===== src/ais_regs.vh =====
// Register offsets, field positions, reset values and timing counts for the
// converter control block. Assumes an 8-bit register port with word indices.
// How it works
// - Format bit 0 left-justifies result in two bytes; 1 right-justifies it.
// - Channel field codes 0,1,3,4 pick external channels; code 2 is reserved.
// - Channel codes 5 through 15 select nothing; converter input floats.
// - Source codes 0000, 0100, 11xx convert the selected external channel.
// - Other source codes pick supply, fractions, amplifier taps, or ground.
// - Any internal source disconnects the external channel path entirely.
// - Amplifier input bit picks reference pin or bandgap, dropping the pin.
// - Reference field picks supply, external pin, or amplifier output.
// - Internal reference choice disconnects the external reference pin.
// - Gain field sets gain 1, 1.667, 2.5 or 3.333.
// - Unimplemented control and bandgap bits read back as zero.
// - Bandgap enable bit powers the bandgap; resets to zero.
// - Analog pin function drops original function and pull-high resistor.
// - Analog pin function overrides port direction control.
// - All control fields read zero after reset.
// - Start bit high then low begins conversion; busy set until done.
// - Conversion takes 4 sampling plus 12 converting converter clocks.
// - Converter clock is system clock divided by two to the divider field.
// - Converter disabled leaves both result bytes unchanged.
`ifndef AIS_REGS_VH
`define AIS_REGS_VH

// ==========================================================
// Register indices
`define AIS_IDX_RES_LOW   3'h0
`define AIS_IDX_RES_HIGH  3'h1
`define AIS_IDX_CTL_FIRST 3'h2
`define AIS_IDX_SRC_DIV   3'h3
`define AIS_IDX_AMP_REF   3'h4
`define AIS_IDX_BANDGAP   3'h5

// ==========================================================
// Field positions
`define AIS_C0_START  7
`define AIS_C0_BUSY   6
`define AIS_C0_EN     5
`define AIS_C0_FMT    4
`define AIS_C2_AMPEN  7
`define AIS_C2_AMPIN  4

// ==========================================================
// Reset values and implemented-bit masks
`define AIS_RST_CTL   8'h00
`define AIS_MASK_C1   8'hf7
`define AIS_MASK_C2   8'h9f
`define AIS_MASK_BG   8'h01

// ==========================================================
// Conversion timing in converter clocks
`define AIS_SAMPLE_CLKS  5'h04
`define AIS_TOTAL_CLKS   5'h10

`endif


===== src/ais_ctrl.v =====
// Converter control: registers, input/reference decode, conversion sequencer.
// Assumes a single clock, synchronous active-low reset, converter core outside.
// Analog switches, amplifier and bandgap sit outside; only their selects live here.
// Pin requests come from the port logic and are taken as synchronous.
`timescale 1ns/1ns
`include "ais_regs.vh"

module ais_ctrl #(
  parameter NUM_PINS = 4
) (
  // Clock, reset, enable
  input  wire                mclk,
  input  wire                rst_n,
  input  wire                clk_en,
  // Register port
  input  wire [2:0]          reg_addr,
  input  wire [7:0]          reg_wdata,
  input  wire                reg_wr,
  input  wire                reg_rd,
  output reg  [7:0]          reg_rdata,
  // Converter core
  input  wire [11:0]         core_result,
  output reg                 core_power,
  output reg                 core_sample,
  output reg                 core_clk_tick,
  output reg                 core_done,
  // Analog input multiplexer (one-hot)
  output reg  [4:0]          ext_channel_onehot,
  output reg  [6:0]          internal_source_onehot,
  // Reference and amplifier
  output reg  [2:0]          reference_onehot,
  output reg                 ext_ref_pin_connect,
  output reg                 amplifier_enable,
  output reg                 amp_ref_input_pin_connect,
  output reg                 amp_bandgap_connect,
  output reg  [3:0]          amplifier_gain_onehot,
  output reg                 bandgap_enable,
  // Pin overrides
  input  wire [NUM_PINS-1:0] pin_analog_select,
  input  wire [NUM_PINS-1:0] pin_pull_high_req,
  input  wire [NUM_PINS-1:0] pin_output_en_req,
  output reg  [NUM_PINS-1:0] pin_pull_high,
  output reg  [NUM_PINS-1:0] pin_output_en,
  output reg  [NUM_PINS-1:0] pin_digital_en
);

  // ==========================================================
  // Register state
  // Control words as stored; spare bits are masked to zero on write
  reg  [7:0]  ctl0_r;
  reg  [7:0]  ctl1_r;
  reg  [7:0]  ctl2_r;
  reg  [7:0]  bg_r;
  // Captured result, kept through disable and abort
  reg  [11:0] result_r;
  // Sequencer state and start edge detector
  reg         busy_r;
  reg         start_prev_r;
  // Converter clock divider and period counter
  reg  [6:0]  div_cnt_r;
  reg  [4:0]  clk_cnt_r;

  // Field views of the control words
  wire        conv_en = ctl0_r[`AIS_C0_EN];
  wire        fmt = ctl0_r[`AIS_C0_FMT];
  wire [3:0]  chan = ctl0_r[3:0];
  wire [3:0]  src = ctl1_r[7:4];
  wire [2:0]  div_sel = ctl1_r[2:0];

  // Source code decode, used only for the external channel gating in the mux
  function is_external;
    input [3:0] code;
    begin
      is_external = (code == 4'h0) || (code == 4'h4) || (code[3:2] == 2'b11);
    end
  endfunction

  // Divider terminal count: mask of low counter bits per power of two
  function [6:0] div_mask;
    input [2:0] sel;
    begin
      div_mask = (7'h01 << sel) - 7'h01;
    end
  endfunction

  // Channel code to pad switch; reserved and missing codes leave all open
  function [4:0] chan_decode;
    input [3:0] code;
    begin
      case (code)
        4'h0:    chan_decode = 5'h01;
        4'h1:    chan_decode = 5'h02;
        4'h3:    chan_decode = 5'h08;
        4'h4:    chan_decode = 5'h10;
        default: chan_decode = 5'h00;
      endcase
    end
  endfunction

  // Source code to internal tap; external codes give all-zero
  function [6:0] src_decode;
    input [3:0] code;
    begin
      case (code)
        4'h1:    src_decode = 7'h01;
        4'h2:    src_decode = 7'h02;
        4'h3:    src_decode = 7'h04;
        4'h5:    src_decode = 7'h08;
        4'h6:    src_decode = 7'h10;
        4'h7:    src_decode = 7'h20;
        4'h8, 4'h9, 4'ha, 4'hb: src_decode = 7'h40;
        default: src_decode = 7'h00;
      endcase
    end
  endfunction

  // Reference field to switch; both upper codes pick the amplifier
  function [2:0] ref_decode;
    input [1:0] code;
    begin
      case (code)
        2'b00:   ref_decode = 3'h1;
        2'b01:   ref_decode = 3'h2;
        default: ref_decode = 3'h4;
      endcase
    end
  endfunction

  // Start falls after being high: high-then-low begins a conversion
  wire start_fall = start_prev_r && !ctl0_r[`AIS_C0_START];
  // Tick every 2^sel system clocks; sel 0 ticks every cycle
  wire tick = ((div_cnt_r & div_mask(div_sel)) == div_mask(div_sel));

  // ==========================================================
  // Software-visible registers; busy is hardware-owned
  always @(posedge mclk)
  begin
    if (!rst_n)
    begin
      ctl0_r <= `AIS_RST_CTL;
      ctl1_r <= `AIS_RST_CTL;
      ctl2_r <= `AIS_RST_CTL;
      bg_r   <= `AIS_RST_CTL;
    end
    else if (clk_en && reg_wr)
    begin
      case (reg_addr)
        `AIS_IDX_CTL_FIRST: ctl0_r <= {reg_wdata[7], 1'b0, reg_wdata[5:0]};
        `AIS_IDX_SRC_DIV:   ctl1_r <= reg_wdata & `AIS_MASK_C1;
        `AIS_IDX_AMP_REF:   ctl2_r <= reg_wdata & `AIS_MASK_C2;
        `AIS_IDX_BANDGAP:   bg_r   <= reg_wdata & `AIS_MASK_BG;
        // Result and spare indices are read-only
        default:            ctl0_r <= ctl0_r;
      endcase
    end
  end

  // ==========================================================
  // Conversion sequencer: 16 converter clocks, first 4 sampling
  always @(posedge mclk)
  begin
    if (!rst_n)
    begin
      busy_r       <= 1'b0;
      start_prev_r <= 1'b0;
      div_cnt_r    <= 7'h00;
      clk_cnt_r    <= 5'h00;
      result_r     <= 12'h000;
      core_done    <= 1'b0;
    end
    else if (clk_en)
    begin
      // Remember start for edge detection; done is a one-cycle pulse
      start_prev_r <= ctl0_r[`AIS_C0_START];
      core_done    <= 1'b0;
      // Divider free-runs only while busy so the first period is full length
      if (busy_r)
        div_cnt_r <= div_cnt_r + 7'h01;
      else
        div_cnt_r <= 7'h00;
      if (!conv_en)
      begin
        // Abort; the result bytes keep their old contents
        busy_r    <= 1'b0;
        clk_cnt_r <= 5'h00;
      end
      // A start edge while busy is ignored
      else if (start_fall && !busy_r)
      begin
        busy_r    <= 1'b1;
        clk_cnt_r <= 5'h00;
      end
      else if (busy_r && tick)
      begin
        // Last converter clock: capture the result and release busy
        if (clk_cnt_r == `AIS_TOTAL_CLKS - 5'h01)
        begin
          busy_r    <= 1'b0;
          result_r  <= core_result;
          core_done <= 1'b1;
          clk_cnt_r <= 5'h00;
        end
        else
          clk_cnt_r <= clk_cnt_r + 5'h01;
      end
    end
  end

  // ==========================================================
  // Core strobes, registered for clean timing into the analog side
  always @(posedge mclk)
  begin
    if (!rst_n)
    begin
      core_power    <= 1'b0;
      core_sample   <= 1'b0;
      core_clk_tick <= 1'b0;
    end
    else if (clk_en)
    begin
      core_power    <= conv_en;
      core_sample   <= busy_r && (clk_cnt_r < `AIS_SAMPLE_CLKS);
      core_clk_tick <= busy_r && tick;
    end
  end

  // ==========================================================
  // Select decode: input multiplexer, one-hot
  // Loop index for the pin overrides further down
  integer i;

  // External path only when the source field picks it, so a pad is never
  // joined to an internal tap whatever the channel code holds
  always @(posedge mclk)
  begin
    if (!rst_n)
    begin
      ext_channel_onehot     <= 5'h00;
      internal_source_onehot <= 7'h00;
    end
    else if (clk_en)
    begin
      // Channel decode gated by the source field
      if (is_external(src))
        ext_channel_onehot <= chan_decode(chan);
      else
        ext_channel_onehot <= 5'h00;
      // Bit0 AVDD,1 AVDD/2,2 AVDD/4,3 VR,4 VR/2,5 VR/4,6 AVSS
      internal_source_onehot <= src_decode(src);
    end
  end

  // ==========================================================
  // Reference switch and amplifier controls
  always @(posedge mclk)
  begin
    if (!rst_n)
    begin
      reference_onehot          <= 3'h0;
      ext_ref_pin_connect       <= 1'b0;
      amplifier_enable          <= 1'b0;
      amp_ref_input_pin_connect <= 1'b0;
      amp_bandgap_connect       <= 1'b0;
      amplifier_gain_onehot     <= 4'h0;
    end
    else if (clk_en)
    begin
      // Bit0 supply, bit1 external pin, bit2 amplifier output
      reference_onehot          <= ref_decode(ctl2_r[3:2]);
      // Pin joins the reference path only for its own code
      ext_ref_pin_connect       <= (ctl2_r[3:2] == 2'b01);
      // Power is left to software; no automatic enable
      amplifier_enable          <= ctl2_r[`AIS_C2_AMPEN];
      // Pin and bandgap are never both on the amplifier input
      amp_ref_input_pin_connect <= !ctl2_r[`AIS_C2_AMPIN];
      amp_bandgap_connect       <= ctl2_r[`AIS_C2_AMPIN];
      amplifier_gain_onehot     <= 4'h1 << ctl2_r[1:0];
    end
  end

  // ==========================================================
  // Bandgap enable; start-up settling is left to software
  always @(posedge mclk)
  begin
    if (!rst_n)
      bandgap_enable <= 1'b0;
    else if (clk_en)
      bandgap_enable <= bg_r[0];
  end

  // ==========================================================
  // Pin overrides: analog function wins over pull-high and direction
  always @(posedge mclk)
  begin
    if (!rst_n)
    begin
      pin_pull_high  <= {NUM_PINS{1'b0}};
      pin_output_en  <= {NUM_PINS{1'b0}};
      pin_digital_en <= {NUM_PINS{1'b0}};
    end
    else if (clk_en)
    begin
      for (i = 0; i < NUM_PINS; i = i + 1)
      begin
        // Pull-high only while the pin stays digital
        pin_pull_high[i]  <= pin_pull_high_req[i] && !pin_analog_select[i];
        // Analog use overrides the port direction setting
        pin_output_en[i]  <= pin_output_en_req[i] && !pin_analog_select[i];
        // Original pin function dropped while analog
        pin_digital_en[i] <= !pin_analog_select[i];
      end
    end
  end

  // ==========================================================
  // Read data, one cycle after the strobe; zero otherwise
  always @(posedge mclk)
  begin
    if (!rst_n)
      reg_rdata <= 8'h00;
    else if (clk_en)
    begin
      reg_rdata <= 8'h00;
      if (reg_rd)
      begin
        case (reg_addr)
          // Result packing follows the format bit
          `AIS_IDX_RES_LOW:
            reg_rdata <= fmt ? result_r[7:0] : {result_r[3:0], 4'h0};
          `AIS_IDX_RES_HIGH:
            reg_rdata <= fmt ? {4'h0, result_r[11:8]} : result_r[11:4];
          // Control words as stored; busy is read live
          `AIS_IDX_CTL_FIRST: reg_rdata <= {ctl0_r[7], busy_r, ctl0_r[5:0]};
          `AIS_IDX_SRC_DIV:   reg_rdata <= ctl1_r;
          `AIS_IDX_AMP_REF:   reg_rdata <= ctl2_r;
          `AIS_IDX_BANDGAP:   reg_rdata <= bg_r;
          default:            reg_rdata <= 8'h00;
        endcase
      end
    end
  end

endmodule


===== config.mk =====
export PLATFORM = sky130hd
export DESIGN_NAME = ais_ctrl
export DESIGN_NICKNAME = d
export VERILOG_FILES = /design/src/ais_ctrl.v
export VERILOG_INCLUDE_DIRS = /design/src /design/src/src
export SDC_FILE = /design/constraint.sdc
export NUM_CORES = 1
export LEC_CHECK = 0
export BUFFER_PORTS_ARGS = -buffer_cell sky130_fd_sc_hd__buf_2
export CAP_MARGIN = 20
export CORE_ASPECT_RATIO = 1.25
export CORE_UTILIZATION = 49
export DETAILED_ROUTE_END_ITERATION = 10
export PLACE_DENSITY = 0.73
export REMOVE_ABC_BUFFERS = 1
export SYNTH_ARGS = -nofsm -noshare
export SYNTH_HDL_FRONTEND = slang
export SYNTH_SLANG_ARGS = --single-unit

===== constraint.sdc =====
create_clock -name mclk -period 2.1 [get_ports mclk]
set_clock_uncertainty 0.05 [all_clocks]
set_input_delay 0.525 -clock mclk [delete_from_list [all_inputs] [get_ports mclk]]
set_output_delay 0.525 -clock mclk [all_outputs]
set_load 0.1 [all_outputs]

==> results of run 1 <==
[state kept, by name, summed over array words and instances (netlist names), 5 cells and up]
| name | cells |
|---|---|
| internal_source_onehot | 7 |
| div_cnt_r | 7 |
| reg_rdata | 8 |
| ctl2_r | 6 |
| result_r | 12 |
| ctl1_r | 7 |
| clk_cnt_r | 5 |
| ctl0_r | 7 |
[worst max-delay path by stage]
stage	startpoint	endpoint
after floorplan	ctl1_r[0]	result_r[0]
after global placement	ctl1_r[0]	result_r[1]
after detailed placement	ctl1_r[0]	result_r[7]
after CTS	ctl1_r[2]	result_r[7]
after global routing	ctl1_r[2]	result_r[3]
final	ctl1_r[1]	core_done
[cell families (layout without fill, tap and decap cells)]
kind of cell / after synthesis / in the layout
compound gates: 102 / 102
xor+xnor: 4 / 4
fa+ha+maj: 3 / 3
buf+inv: 48 / 151
flops: 93 / 93
mux: 51 / 51
other cells: 1 / 1
simple gates: 181 / 181
[metal layers]
metal / global-route usage (%) / routed length [um] / vias up
met5: 0 / 0 / -
met4: 10.53 / 233 / 0
met3: 4.150 / 477 / 19
met2: 44.18 / 5646 / 111
met1: 29.87 / 4504 / 1873
li1: - / - / 1899
[cell type report]
type	instances	area (um^2)
Clock buffer	10	127.6
Sequential cell	93	1868
Timing Repair Buffer	123	738.2
Multi-Input combinational cell	342	2191
Tap cell	97	121.4
Clock inverter	6	71.32
Inverter	12	45.04
Fill cell	714	3124
[power by group through the flow]
stage	registers, mW	logic (mW)	clock network (mW)
3_5_place_dp	1.85	0.424	0
4_1_cts	1.80	0.429	1.24
6_report	1.80	0.433	1.23
2_1_floorplan	1.98	0.121	0
3_3_place_gp	1.84	0.418	0
5_1_grt	1.81	0.458	1.32
[timing repair]
action,CTS,global route
buffers inserted,8,1
endpoints found under the hold margin,0,0
setup endpoints to repair,12,18
resized for setup,5,6
gates cloned,1,0
pin swaps,5,1
[metrics by stage]
step,std cells,hold slack (ps)
3_3_place_gp,659,397.5
6_report,683,284.2
5_1_grt,683,274.7
3_5_place_dp,659,399.1
2_1_floorplan,447,388.3
4_1_cts,684,272.5
[placed cells by master, fill, tap and decap left out, types with 4 or more instances in the layout]
cell type and instances:
nor2_1 74, nand3b_1 7, nand2b_1 4, clkbuf_8 9
nor2b_1 5, inv_1 10, a21oi_1 35, nand2_1 51
mux2i_1 50, nor3_1 7, or3_1 4, a22oi_1 11
a211oi_1 6, buf_4 35, buf_2 86, nand3_1 8
dfxtp_1 90, o22ai_1 4, o21ai_0 5, o21ai_1 5
nand4_1 4
==> impl_results.md, run 1 <==
* Total Neg Setup Slack at -384.6 ps
* Worst path arrival time at 2430 ps
* Syn Inst Count at 483
* Hold WC Path Type: input pin to flop
* Sequential share of power at 52.0%
* Leakage power total at 2.155 nW
* Later-pin clock latency in the skew report at 380 ps
* Xor and xnor area share after synthesis at 0.8284%
* Initial core utilization at 51.03%
* Number of flops mapped to enable cells by yosys at 0
* # setup viols final at 10
* Routability cong. at 0.9288
* Root buf cell: clkbuf_8
* Post-route DRC violation count at 0
* Worst setup EP type: flop
* Die Ht at 105.9 um
* Overall routing resource usage at 25.07%
* Setup ws final at -113.0 ps
* Crit start category: flop
* Clock Pin Slew Worst Setup and Hold Paths at 90 ps
* Cell taking the most area after synthesis: dfxtp_1
* Max Fclk at 451.9 MHz
* Post-synth top cells: dfxtp_1, nor2_1, nand2_1
* 1st-iter DRT viols at 161
* Crit-path cells: inv_1 -> nand3_1 -> ha_1 -> o21ai_1 -> o32ai_2 -> nor4_4 -> buf_4 -> clkbuf_16 -> o21a_1
* First-pass detailed-route iteration total at 4
* Synth top area share at 44.02%
* Power per Cell Area at 672.2 nW/um^2
* # rows at 37
* Die Area at 9009 um^2
* Drt via density at 5.713
* Yosys Warn Count at 0
* Ranking of synthesized cells by area: dfxtp_1, mux2i_1, nor2_1
* Vias in the first global route at 3,721
* Max rail drop VDD at 366.2 uV
* Clock power frac at 35.5%
* NumNets Final at 624
* Max incr delay on CP at 580 ps
* Compound-Gate Fraction of Synth Area at 16.72%
* Final period utilization at 105.4%
* Antenna diodes at 0
* Routed WL at 10.86 mm
* Max-slew violations at 0
* Sequential share of the synthesized area at 44.02%
* Global route overflow at 0
* Async SR Flop Fraction at 0%
* Tot Pwr at 3.470 mW
* Count leader, synth: dfxtp_1
* Largest net degree at the start of global routing at 34
* Total number of vias at 3,902
* Avg Cell Area, Syn at 8.756 um^2
* WP depth at 9
* Yosys reg bits at 93
* Util after Layout at 62.30%
* Post-synthesis mux area share at 12.10%
* Final Hold Fails at 0
* Dpl cell area at 4861 um^2
* Pint at 2.467 mW
* CTS sink cnt at 93
* Worst reg2reg endpoint: core_done
* Htree depth at 3
* Most common flop cell mapped by yosys: dfxtp_1
* Post-placement setup slack at -20.35 ps
* CTS buffer count at 9
* WHS Endpoint: pin_digital_en[3]
* R2r worst-path depth at 9
* Port Buffer Count at 86
* Status: complete, but fails checks
* Layout cells sized above 1 at 26.11%
* Post-DP HPWL at 7.711 mm
* CTS tree: yes
* CTS Buffer Depth at 2
* Main combinational cell family by area after synthesis: simple AND/OR/NAND/NOR gates
* Synth-to-layout area growth at 22.07%
* First-pass GRT wire length at 17.62 mm
* Hold wc startpoint: pin_analog_select[3]
* P_sw at 1.003 mW
* Synth Area in Simple Gates at 20.44%
* Min Tclk post-route at 2213 ps
* Worst slew pin tran at 675.5 ps
* Slew headroom at 54.96%
* Crit path max fanout at 6
* Max stage delay cell, worst path: o32ai_2
* CP required at 2320 ps
* Chip width at 85.10 um
* Delay-heaviest family, CP: compound AO/OA/AOI/OAI gates
* Post-Synth Adder-Cell Area at 0.8876%
* Reg2reg setup slack at -110 ps
* Post-synthesis cell type count at 62
* Logic pwr share at 12.5%
* Core area at 8287 um^2
* Post-Syn Area at 4229 um^2
* RR Startpoint: ctl1_r[1]
* Net Sw Frac at 28.91%
* Design Area, Final at 5162 um^2
* Hold buffers post-CTS at 0
* Kind of critical path: flop to flop
* Hold Crit Depth at 2
* Failing checks: setup timing
* DRT antenna net count at 0
* Initial antenna violation count at 0
* # IOs at 88
* Wire per inst at 15.90 um
* Crit path buffers/inverters at 3
* RSZ-0062 raised after global routing: true
* Number of max-cap violations at 0
Note: power is estimated with default switching activity, not from simulation.
==> inputs of run 2 (changes only) <==
==> constraint.sdc (replaced) <==
create_clock -name mclk -period 2.1 [get_ports mclk]
set_clock_uncertainty 0.05 [all_clocks]
set_input_delay 0.105 -clock mclk [delete_from_list [all_inputs] [get_ports mclk]]
set_output_delay 0.105 -clock mclk [all_outputs]
set_load 0.1 [all_outputs]
==> run 2 against run 1 <==
  * The flow still finishes with violations (setup timing)
  * Worst hold slack lost 220 ps
  * Die area is the same
  * Final area grew 4.4%
  * Sequential power is essentially flat
  * Register-to-register slack gained 90 ps
  * Utilization grew 2.7 points
  * Maximum frequency grew 4.0%
  * Critical endpoint is now result_r[7]
  * Largest cell class unchanged
  * Largest power group unchanged
==> impl_results.md, run 2 (synthesis gave the netlist of run 1 again) <==
* Multi-input logic area at 2192 um^2 (was 2191 um^2)
* Max reg flops at 12 (unchanged)
* CTS tree: yes (unchanged)
* Reg area at 1866 um^2 (was 1868 um^2)
* Root buf cell: clkbuf_8 (unchanged)
* Util after Layout at 65.02% (was 62.30%)
* Placed cells at 646 (was 659)
* Largest regs: result_r x12, reg_rdata x8 (unchanged)
* Number of max-cap violations at 0 (unchanged)
* CTS Buffer Depth at 2 (unchanged)
* # setup viols final at 6 (was 10)
* Hold Crit Depth at 2 (unchanged)
* RSZ-0062 raised after global routing: true (unchanged)
* Design Area, Final at 5388 um^2 (was 5162 um^2)
* # rows at 37 (unchanged)
* Final period utilization at 101.3% (was 105.4%)
* Final Hold Fails at 0 (unchanged)
* Tot Pwr at 3.543 mW (was 3.470 mW)
* Final cell count without fillers at 699 (was 683)
* Overall routing resource usage at 25.34% (was 25.07%)
* First-pass GRT wire length at 17.86 mm (was 17.62 mm)
* Max Fclk at 470.1 MHz (was 451.9 MHz)
* Die Area at 9009 um^2 (unchanged)
* Core area at 8287 um^2 (unchanged)
* Worst setup EP type: flop (unchanged)
* Commonest non-fill, non-tap cells in the layout: dfxtp_1, buf_2, nor2_1 (unchanged)
* Routed WL at 11.16 mm (was 10.86 mm)
* Crit start category: flop (unchanged)
* Port Buffer Count at 86 (unchanged)
* Min Tclk post-route at 2127 ps (was 2213 ps)
* Slew headroom at 61.46% (was 54.96%)
* CTS buffer count at 9 (unchanged)
* Post-DP HPWL at 7.372 mm (was 7.711 mm)
* Leakage power total at 2.220 nW (was 2.155 nW)
* Kind of critical path: flop to flop (unchanged)
* # IOs at 88 (unchanged)
* Worst slew pin tran at 577.4 ps (was 675.5 ps)
* Reg with most FFs: result_r (unchanged)
* Routability cong. at 0.8864 (was 0.9288)
* Max rail drop VDD at 410.3 uV (was 366.2 uV)
* Setup ws final at -27.02 ps (was -113.0 ps)
* Failing checks: setup timing (unchanged)
* Filler cells at 716 (was 714)
* Largest net degree at the start of global routing at 59 (was 34)
* Hold Slack at 61.64 ps (was 284.2 ps)
* Crit path max fanout at 7 (was 6)
* Post-placement setup slack at -73.55 ps (was -20.35 ps)
* Status: complete, but fails checks (unchanged)
* CP required at 2340 ps (was 2320 ps)
* Total Neg Setup Slack at -54.65 ps (was -384.6 ps)
* DRT antenna net count at 0 (unchanged)
* Worst reg2reg endpoint: result_r[7] (was core_done)
* Htree depth at 3 (unchanged)
* Synth-to-layout area growth at 27.40% (was 22.07%)
* Wire per inst at 15.96 um (was 15.90 um)
* RR Startpoint: ctl1_r[0] (was ctl1_r[1])
* Vias in the first global route at 3,836 (was 3,721)
* Drt via density at 5.639 (was 5.713)
* Commonest non-fill, non-tap cell in the layout: dfxtp_1 (unchanged)
* Clock Pin Slew Worst Setup and Hold Paths at 90 ps (about the same)
* Chip width at 85.10 um (unchanged)
* Power per Cell Area at 657.7 nW/um^2 (was 672.2 nW/um^2)
* Hold wc startpoint: rst_n (was pin_analog_select[3])
* Initial antenna violation count at 0 (unchanged)
* First-pass detailed-route iteration total at 4 (unchanged)
* Hold WC Path Type: input pin to flop (unchanged)
* NumNets Final at 640 (was 624)
* Antenna diodes at 0 (unchanged)
* Reg2reg setup slack at -30 ps (was -110 ps)
* Layout cells sized above 1 at 22.43% (was 26.11%)
* Global route overflow at 0 (unchanged)
* Dpl cell area at 4763 um^2 (was 4861 um^2)
* Post-route DRC violation count at 0 (unchanged)
* CTS sink cnt at 93 (unchanged)
* R2r worst-path depth at 10 (was 9)
* 1st-iter DRT viols at 183 (was 161)
* Worst path arrival time at 2370 ps (was 2430 ps)
* Max-slew violations at 0 (unchanged)
* Total number of vias at 3,942 (was 3,902)
* WHS Endpoint: reg_rdata[5] (was pin_digital_en[3])
* Initial core utilization at 51.03% (unchanged)
* Later-pin clock latency in the skew report at 370 ps (was 380 ps)
* Die Ht at 105.9 um (unchanged)
run 2: routing by layer:
metal	global-route usage, %	vias up	part of all wire, %	wire length, um
met5	0	-	0	0
met4	8.838	0	2.5	280
met3	5.090	24	4.7	521
met2	45.51	107	53	5857
met1	29.60	1878	40	4495
li1	-	1933	-	-
run 2: final cells by class:
type	instances	area share, %
clock inverter	7	1.602
timing repair buffer	139	17.70
multi-input combinational	342	40.69
clock buffer	9	2.299
inverter	12	0.8360
sequential	93	34.63
tap	97	2.253
run 2: worst max-delay path, stage by stage (launching register included):
cell	delay, ps
dfxtp_4	370
nor3_4	190
inv_1	60
ha_1	280
o211ai_1	120
a31oi_4	180
o21ai_2	100
nor4_4	200
buf_4	180
buf_12	130
mux2i_1	200
run 2: report_power, final:
group	internal [mW]	switching [mW]	total [mW]
logic	0.148	0.322	0.470
registers	1.79	0.0183	1.80
clock network	0.577	0.691	1.27
total	2.51	1.03	3.54
run 2: worst max path at each step:
stage | startpoint | endpoint | cells past startpoint
after CTS | ctl1_r[0] | result_r[7] | 9
after floorplan | ctl1_r[0] | result_r[0] | 8
after global routing | ctl1_r[0] | result_r[2] | 10
final | ctl1_r[0] | result_r[7] | 10
after global placement | ctl1_r[0] | result_r[6] | 9
after detailed placement | ctl1_r[0] | result_r[7] | 9
run 2: what timing repair did:
item                                    4_1_cts  5_1_grt
pin swaps                                     1        1
gates cloned                                  0        1
hold buffers                                 33        0
endpoints found under the setup margin       12       16
buffers inserted                              0        3
gates resized for setup                       1        6
hold endpoints to repair                     44        0
